File: src/inc/phy_regs_consts.svh
// Address map, field positions, reset values and masks of the PHY register bank.
// Assumes inclusion by its bare name from package and design files.
`ifndef PHY_REGS_CONSTS_SVH
`define PHY_REGS_CONSTS_SVH

`define PHY_ADDR_W 8
`define PHY_REG_W 16
`define PHY_IDX_LO 2
`define PHY_IDX_HI 4
`define PHY_IDX_CTRL 3'h0
`define PHY_IDX_STAT 3'h1
`define PHY_IDX_TWO 3'h2
`define PHY_IDX_THREE 3'h3
`define PHY_IDX_FOUR 3'h4
`define PHY_IDX_FIVE 3'h5
`define PHY_IDX_SIX 3'h6

`define CTRL_RST_VAL 16'h1000
`define CTRL_WR_MASK 16'hFF00
`define CTRL_PHY_RST_BIT 15
`define CTRL_RESTART_BIT 9
`define CTRL_AUTONEG_BIT 12

`define STAT_RO_MASK 16'hFE69
`define STAT_LH0_BIT 1
`define STAT_LL_BIT 2
`define STAT_LH1_BIT 4

`define CFG_RST_VAL 16'h0000
`define HW_FIELD_W 8
`define EV_W 8
`define EV_HALF 4
`define NIBBLE_W 4
`define ZERO_WORD 16'h0000
`define BUS_HI_ZERO 16'h0000

`endif

File: src/inc/phy_regs_pkg.sv
// Types shared by the PHY register bank.
// Assumes phy_regs_consts.svh on the include path.
`include "phy_regs_consts.svh"

package phy_regs_pkg;

	typedef logic [`PHY_REG_W-1:0] word_type;
	typedef logic [2:0] idx_type;
	typedef logic [`EV_W-1:0] ev_type;

endpackage

File: src/logic/phy_register_access_fabric.sv
// PHY register bank: seven 16-bit words behind an APB slave, built from the access types.
// Assumes APB master on REF_CLK, synchronous status inputs, synchronous reset RST.
//
// Notes on behaviour
// - Word indices 0 to 6 decode one register each; whole words only.
// - Read-only status is flopped from its source, one clock behind.
// - Software writes to hardware-written read fields change nothing.
// - Read/write fields store writes, read back and drive hardware.
// - Virtual read fields have no flop; live input goes to read mux.
// - Latch-high sets on high source, holds until read; read clears unless high.
// - Latch-low captures a low source, holds until a read clears it.
// - Latch-high mask field clears where a written mask bit is 1.
// - Latch-low mask field clears by mask write, not by read.
// - Interrupt-high field sets on rising source, clears on read.
// - Interrupt-low field sets on falling source, clears on read.
// - Interrupt mask fields capture an edge, clear only by mask write.
// - Interrupt enables are read/write; only enabled sources raise the request.
// - Latch-on-reset field loads its input first clock after reset.
// - Self-clearing write gives a one-clock strobe, then clears itself.
// - Hardware-affected field: software write wins over hardware load.
// - Write-only field passes the written value to hardware.
`timescale 1ns/1ns
`include "phy_regs_consts.svh"

module phy_register_access_fabric
	import phy_regs_pkg::*;
#(
	parameter int ADDR_W = `PHY_ADDR_W,
	parameter int REG_W = `PHY_REG_W
) (
	input wire logic REF_CLK,
	input wire logic RST,
	input wire logic PSEL,
	input wire logic PENABLE,
	input wire logic PWRITE,
	input wire logic [ADDR_W-1:0] PADDR,
	input wire logic [31:0] PWDATA,
	output logic [31:0] PRDATA,
	output logic PREADY,
	output logic PSLVERR,
	input wire logic STRAP_IN,
	input wire logic [REG_W-1:0] STATUS_IN,
	input wire logic [1:0] LH_SRC,
	input wire logic LL_SRC,
	input wire logic [REG_W-1:0] VIRT_A_IN,
	input wire logic [REG_W-1:0] VIRT_B_IN,
	input wire logic HW_LOAD,
	input wire logic [`HW_FIELD_W-1:0] HW_VALUE,
	input wire logic [REG_W-1:0] MK_SRC,
	input wire logic [`EV_W-1:0] EV_SRC,
	output logic [REG_W-1:0] CTRL_OUT,
	output logic [REG_W-1:0] CFG_OUT,
	output logic [REG_W-1:0] WO_OUT,
	output logic IRQ
);

	// ************************************************************
	// Elaboration checks
	// ************************************************************
	if (ADDR_W < `PHY_IDX_HI + 2) begin : g_bad_addr
		$error("ADDR_W too small for the word map");
	end
	if (REG_W != `PHY_REG_W) begin : g_bad_width
		$error("REG_W must be 16");
	end

	// ************************************************************
	// Bus decode
	// ************************************************************
	function automatic logic hit(input logic [ADDR_W-1:0] a, input idx_type i);
		hit = (a[ADDR_W-1:`PHY_IDX_HI+1] == '0) && (a[`PHY_IDX_HI:`PHY_IDX_LO] == i);
	endfunction

	logic setup_phase;
	logic wr_acc;
	logic rd_acc;
	logic boot_q;
	word_type wdata;
	word_type ctrl_q;
	word_type stat_q;
	logic [2:0] lat_q;
	logic [2:0] lat_set;
	logic [2:0] lat_clr;
	word_type cfg_q;
	word_type wo_q;
	word_type mk_q;
	word_type mk_prev_q;
	word_type mk_set;
	word_type mk_clr;
	ev_type ev_q;
	ev_type ev_prev_q;
	ev_type ev_set;
	ev_type ev_clr;
	ev_type ien_q;
	logic irq_q;
	word_type rmux;
	word_type prdata_q;

	assign setup_phase = PSEL && !PENABLE;
	assign wr_acc = PSEL && PENABLE && PWRITE;
	assign rd_acc = PSEL && PENABLE && !PWRITE;
	assign wdata = PWDATA[REG_W-1:0];
	assign PREADY = 1'b1;
	assign PSLVERR = 1'b0;
	assign PRDATA = {`BUS_HI_ZERO, prdata_q};

	// ************************************************************
	// Reset release marker
	// ************************************************************
	always_ff @(posedge REF_CLK) begin
		if (RST) begin
			boot_q <= 1'b0;
		end else begin
			boot_q <= 1'b1;
		end
	end

	// ************************************************************
	// Word 0: control
	// ************************************************************
	always_ff @(posedge REF_CLK) begin
		if (RST) begin
			ctrl_q <= `CTRL_RST_VAL;
		end else begin
			ctrl_q[`CTRL_PHY_RST_BIT] <= 1'b0;
			ctrl_q[`CTRL_RESTART_BIT] <= 1'b0;
			if (wr_acc && hit(PADDR, `PHY_IDX_CTRL)) begin
				ctrl_q <= wdata & `CTRL_WR_MASK;
			end
			if (!boot_q) begin
				ctrl_q[`CTRL_AUTONEG_BIT] <= STRAP_IN;
			end
		end
	end
	assign CTRL_OUT = ctrl_q;

	// ************************************************************
	// Word 1: status
	// ************************************************************
	always_ff @(posedge REF_CLK) begin
		if (RST) begin
			stat_q <= `ZERO_WORD;
		end else begin
			stat_q <= STATUS_IN & `STAT_RO_MASK;
		end
	end

	assign lat_set = {LH_SRC[1], !LL_SRC, LH_SRC[0]};
	assign lat_clr = {3{rd_acc && hit(PADDR, `PHY_IDX_STAT)}}
		& {prdata_q[`STAT_LH1_BIT], prdata_q[`STAT_LL_BIT], prdata_q[`STAT_LH0_BIT]};

	always_ff @(posedge REF_CLK) begin
		if (RST) begin
			lat_q <= 3'h0;
		end else begin
			lat_q <= (lat_q & ~lat_clr) | lat_set;
		end
	end

	// ************************************************************
	// Word 3 write-only, word 4 configuration
	// ************************************************************
	always_ff @(posedge REF_CLK) begin
		if (RST) begin
			wo_q <= `ZERO_WORD;
		end else if (wr_acc && hit(PADDR, `PHY_IDX_THREE)) begin
			wo_q <= wdata;
		end
	end
	assign WO_OUT = wo_q;

	always_ff @(posedge REF_CLK) begin
		if (RST) begin
			cfg_q <= `CFG_RST_VAL;
		end else if (wr_acc && hit(PADDR, `PHY_IDX_FOUR)) begin
			cfg_q <= wdata;
		end else if (HW_LOAD) begin
			cfg_q[`HW_FIELD_W-1:0] <= HW_VALUE;
		end
	end
	assign CFG_OUT = cfg_q;

	// ************************************************************
	// Word 5: mask-cleared latches and edges
	// ************************************************************
	for (genvar n = 0; n < `NIBBLE_W; n++) begin : g_mk
		localparam int LO = n * `NIBBLE_W;
		logic [`NIBBLE_W-1:0] s;
		logic [`NIBBLE_W-1:0] p;
		assign s = MK_SRC[LO +: `NIBBLE_W];
		assign p = mk_prev_q[LO +: `NIBBLE_W];
		if (n == 0) begin : g_lh
			assign mk_set[LO +: `NIBBLE_W] = s;
		end else if (n == 1) begin : g_ll
			assign mk_set[LO +: `NIBBLE_W] = ~s;
		end else if (n == 2) begin : g_ih
			assign mk_set[LO +: `NIBBLE_W] = s & ~p & {`NIBBLE_W{boot_q}};
		end else begin : g_il
			assign mk_set[LO +: `NIBBLE_W] = ~s & p & {`NIBBLE_W{boot_q}};
		end
	end

	assign mk_clr = (wr_acc && hit(PADDR, `PHY_IDX_FIVE)) ? wdata : `ZERO_WORD;

	always_ff @(posedge REF_CLK) begin
		if (RST) begin
			mk_q <= `ZERO_WORD;
			mk_prev_q <= `ZERO_WORD;
		end else begin
			mk_q <= (mk_q & ~mk_clr) | mk_set;
			mk_prev_q <= MK_SRC;
		end
	end

	// ************************************************************
	// Word 6: read-cleared edges and enables
	// ************************************************************
	assign ev_set[`EV_HALF-1:0] = EV_SRC[`EV_HALF-1:0] & ~ev_prev_q[`EV_HALF-1:0]
		& {`EV_HALF{boot_q}};
	assign ev_set[`EV_W-1:`EV_HALF] = ~EV_SRC[`EV_W-1:`EV_HALF] & ev_prev_q[`EV_W-1:`EV_HALF]
		& {`EV_HALF{boot_q}};
	assign ev_clr = {`EV_W{rd_acc && hit(PADDR, `PHY_IDX_SIX)}} & prdata_q[`EV_W-1:0];

	always_ff @(posedge REF_CLK) begin
		if (RST) begin
			ev_q <= '0;
			ev_prev_q <= '0;
		end else begin
			ev_q <= (ev_q & ~ev_clr) | ev_set;
			ev_prev_q <= EV_SRC;
		end
	end

	always_ff @(posedge REF_CLK) begin
		if (RST) begin
			ien_q <= '0;
		end else if (wr_acc && hit(PADDR, `PHY_IDX_SIX)) begin
			ien_q <= wdata[REG_W-1:`EV_W];
		end
	end

	always_ff @(posedge REF_CLK) begin
		if (RST) begin
			irq_q <= 1'b0;
		end else begin
			irq_q <= |(ev_q & ien_q);
		end
	end
	assign IRQ = irq_q;

	// ************************************************************
	// Read path
	// ************************************************************
	always_comb begin
		rmux = `ZERO_WORD;
		if (hit(PADDR, `PHY_IDX_CTRL)) begin
			rmux = ctrl_q;
		end else if (hit(PADDR, `PHY_IDX_STAT)) begin
			rmux = stat_q;
			rmux[`STAT_LH1_BIT] = lat_q[2];
			rmux[`STAT_LL_BIT] = lat_q[1];
			rmux[`STAT_LH0_BIT] = lat_q[0];
		end else if (hit(PADDR, `PHY_IDX_TWO)) begin
			rmux = VIRT_A_IN;
		end else if (hit(PADDR, `PHY_IDX_THREE)) begin
			rmux = VIRT_B_IN;
		end else if (hit(PADDR, `PHY_IDX_FOUR)) begin
			rmux = cfg_q;
		end else if (hit(PADDR, `PHY_IDX_FIVE)) begin
			rmux = mk_q;
		end else if (hit(PADDR, `PHY_IDX_SIX)) begin
			rmux = {ien_q, ev_q};
		end
	end

	always_ff @(posedge REF_CLK) begin
		if (RST) begin
			prdata_q <= `ZERO_WORD;
		end else if (setup_phase) begin
			prdata_q <= rmux;
		end
	end
endmodule

File: config.mk
export PLATFORM = sky130hd
export DESIGN_NAME = phy_register_access_fabric
export DESIGN_NICKNAME = d
export VERILOG_FILES = /design/src/inc/phy_regs_pkg.sv /design/src/logic/phy_register_access_fabric.sv
export VERILOG_INCLUDE_DIRS = /design/src /design/src/inc
export SDC_FILE = /design/constraint.sdc
export NUM_CORES = 1
export LEC_CHECK = 0
export BUFFER_PORTS_ARGS = -buffer_cell sky130_fd_sc_hd__buf_2
export CORE_UTILIZATION = 45
export CTS_BUF_LIST = sky130_fd_sc_hd__clkbuf_8
export CTS_CLUSTER_DIAMETER = 100
export DETAILED_ROUTE_END_ITERATION = 6
export PLACE_DENSITY = 0.79
export SLEW_MARGIN = 20
export SYNTH_ARGS = -nofsm -noshare
export SYNTH_HDL_FRONTEND = slang
export SYNTH_SLANG_ARGS = --single-unit
File: constraint.sdc
create_clock -name REF_CLK -period 1.7 [get_ports REF_CLK]
set_input_delay 0.17 -clock REF_CLK [delete_from_list [all_inputs] [get_ports REF_CLK]]
set_output_delay 0.17 -clock REF_CLK [all_outputs]
set_load 0.1 [all_outputs]
==> metrics <==
commonest non-fill, non-tap cell in the layout=buf_2; Critical R2R Launch=CFG_OUT[12]; status=finished with violations; worst hold margin=0.0377 ns; Boundary Pins=213; chip width=around 110 um; clock slew at reported path FFs=0.08 ns; Worst EP required=approximately 1.5 ns; DRT antenna net count=0; ys flop type=dfxtp_1; clk sinks=120; syn_area_per_cell=8.31 sq um; remaining global-route overflow=0; FFs w/ async S/R, synth=0; Place WS=-0.220 ns; Worst slew margin=0.559; critical path arrival=1.38 ns; WHS Endpoint=WO_OUT[2]; drt drc=35; dpl cell area=0.00645 sq mm; Slew Limit Fails=0; Ys Warns=0; postcts setup bufs=0; CTS tree=yes; Crit-path slowest cell=buf_2; RD Place Congestion=0.910; Final Cycle Share=0.912; Final min period=about 1.5 ns; CTS Buf Count=17; worst stage delay on the critical path=0.48 ns; Via Count=5566; Core Footprint=0.0115 sq mm; Critical Path Sink Type=output port; worst-case reg-to-reg path depth=4; PortBufs=about 160; setup ws final=0.150 ns; multi-input logic area=roughly 0.0026 sq mm; sequential cell area=0.00241 sq mm; initial DRC count=368; Gate Count Post-Synth=around 650; largest net degree at the start of global routing=44; Site Rows=39; crit-path cells=buf_2; fin nets=1006; commonest non-fill, non-tap cells in the layout=buf_2 (162), dfxtp_1 (117), nand2_1 (101); die area=0.0124 sq mm; startpoint types=flop; share of layout cells above drive strength 1=0.290; Setup-failing EPs final=0; CP Buf/Inv Count=1; die height=111 um; setup TNS=0 ns; post-cts resize count=0; WL final=17500 um; r2r endpoint=prdata_q[12]; Fmax=645 MHz; fillcell total=982; Area Growth Syn to Fin=35.7%; sequential-to-total area share from yosys stat=0.447; clk_lat worst skew=0.44 ns; synth unique cells=44; skew final=0.00700 ns; first-pass GRT wire length=27800 um; CP Max Fanout=5; MaxCap Viol Count=0; unrepaired setup endpoints after global routing=false; antenna cells=0; All-Layer GR Usage=0.290; violated checks=design-rule violations; worst slew pin tran=0.662 ns; Initial Utilization=0.466; cell class contributing the biggest share of worst-path delay=buffers and inverters; Vias/cell=5.39; Final HPWL DP=12200 um; Max IR drop VDD=approximately 0.00064 V; router iterations before antenna repair=7; DR WL/cell=16.9 um; Final Cell Area=0.00729 sq mm; Worst Hold Class=primary input to flop; register bit total from synthesis=120; CTS Buffer Depth=2; initial antenna violation count=0; Final Hold Viols=0; Leak=between 0.003 and 0.004 uW; kind of critical path=flop to output port; worst reg2reg setup slack=0.39 ns; area of the mapped netlist=0.00537 sq mm; pwr dens=between 900 and 1000 mW/mm^2; Hold Path Stages=3; H-tree depth=4; vias in the first global route=5481; Hold Crit Start=PWDATA[2]; CTS Hold Bufs=between 40 and 50; EDFF count, synth=0; CTS Root Cell=clkbuf_8
## synthesized netlist by cell type, types with 5 or more instances
library cell	instances	area (sq um)
a221oi_1	7	61.3
mux2_2	5	56.3
nor2_1	72	270
nor2b_1	25	156
a21oi_1	66	330
o22ai_1	7	43.8
mux2i_1	41	410
buf_4	26	195
nand3_1	10	50.1
nand2_1	101	379
dfxtp_1	120	2400
buf_2	12	60.1
clkbuf_1	26	97.6
a32oi_1	15	131
inv_1	17	63.8
a211oi_1	17	128
o21ai_0	29	145
## cell families (layout without fill, tap and decap cells)
| group | count (synthesis) | after routing | synth area share |
|---|---|---|---|
| compound gates | 154 | 154 | 0.175 |
| mux | 46 | 46 | 0.0869 |
| flops | 120 | 120 | 0.447 |
| simple gates | 237 | 237 | 0.206 |
| other cells | 2 | 26 | 0.00140 |
| buf+inv | 87 | 306 | 0.0832 |
## registers in the layout (all words and copies together) (netlist names)
name	cells
CFG_OUT	16
CTRL_OUT	8
IRQ	1
WO_OUT	16
boot_q	1
ev_prev_q	8
ev_q	8
ien_q	8
lat_q	3
mk_prev_q	8
mk_q	16
prdata_q	16
stat_q	11
## per-stage QoR
stage,cells,power (uW),utilization
CTS,1032,6600,0.633
detailed placement,954,4100,0.560
floorplan,670,3820,-
global placement,954,4090,0.560
global route,1032,6800,0.633
finish,1032,6590,0.633
## worst register-to-register path, cell delays in order (launching register included)
cell and delay [ns]:
dfxtp_1 0.34, mux2_2 0.29, a221o_1 0.33, o21ai_0 0.12
o21ai_0 0.12
## power breakdown
group | leakage [uW] | switching (uW) | internal [uW]
clock network | 0.000169 | 1240 | 1190
registers | 0.000985 | 58.8 | 2910
logic | 0.00205 | 819 | 359
## routing by layer
metal,track usage,share of wire
met4,0.123,0.030
met1,0.364,0.41
met5,0,0
met3,0.0711,0.096
met2,0.473,0.47
## how the worst max path moves through the flow
stage / end / slack (ns) / depth (start not counted) / startpoint
finish: PRDATA[1] / 0.15 / 1 / prdata_q[1]
CTS: PRDATA[1] / 0.16 / 1 / prdata_q[1]
floorplan: WO_OUT[5] / 0.0005 / 6 / PADDR[7]
global route: PRDATA[4] / 0.10 / 1 / prdata_q[4]
global placement: ev_q[1] / -0.15 / 8 / PADDR[2]
detailed placement: CFG_OUT[2] / -0.22 / 6 / PADDR[7]
## layout make-up
type                       instances  share of cell area
multi-input combinational        463               0.358
sequential                       120               0.330
timing repair buffer             254               0.225
clock buffer                      18              0.0340
tap                              143              0.0245
clock inverter                    14              0.0175
inverter                          20              0.0103
No activity file was read; power rests on OpenSTA's default activity.
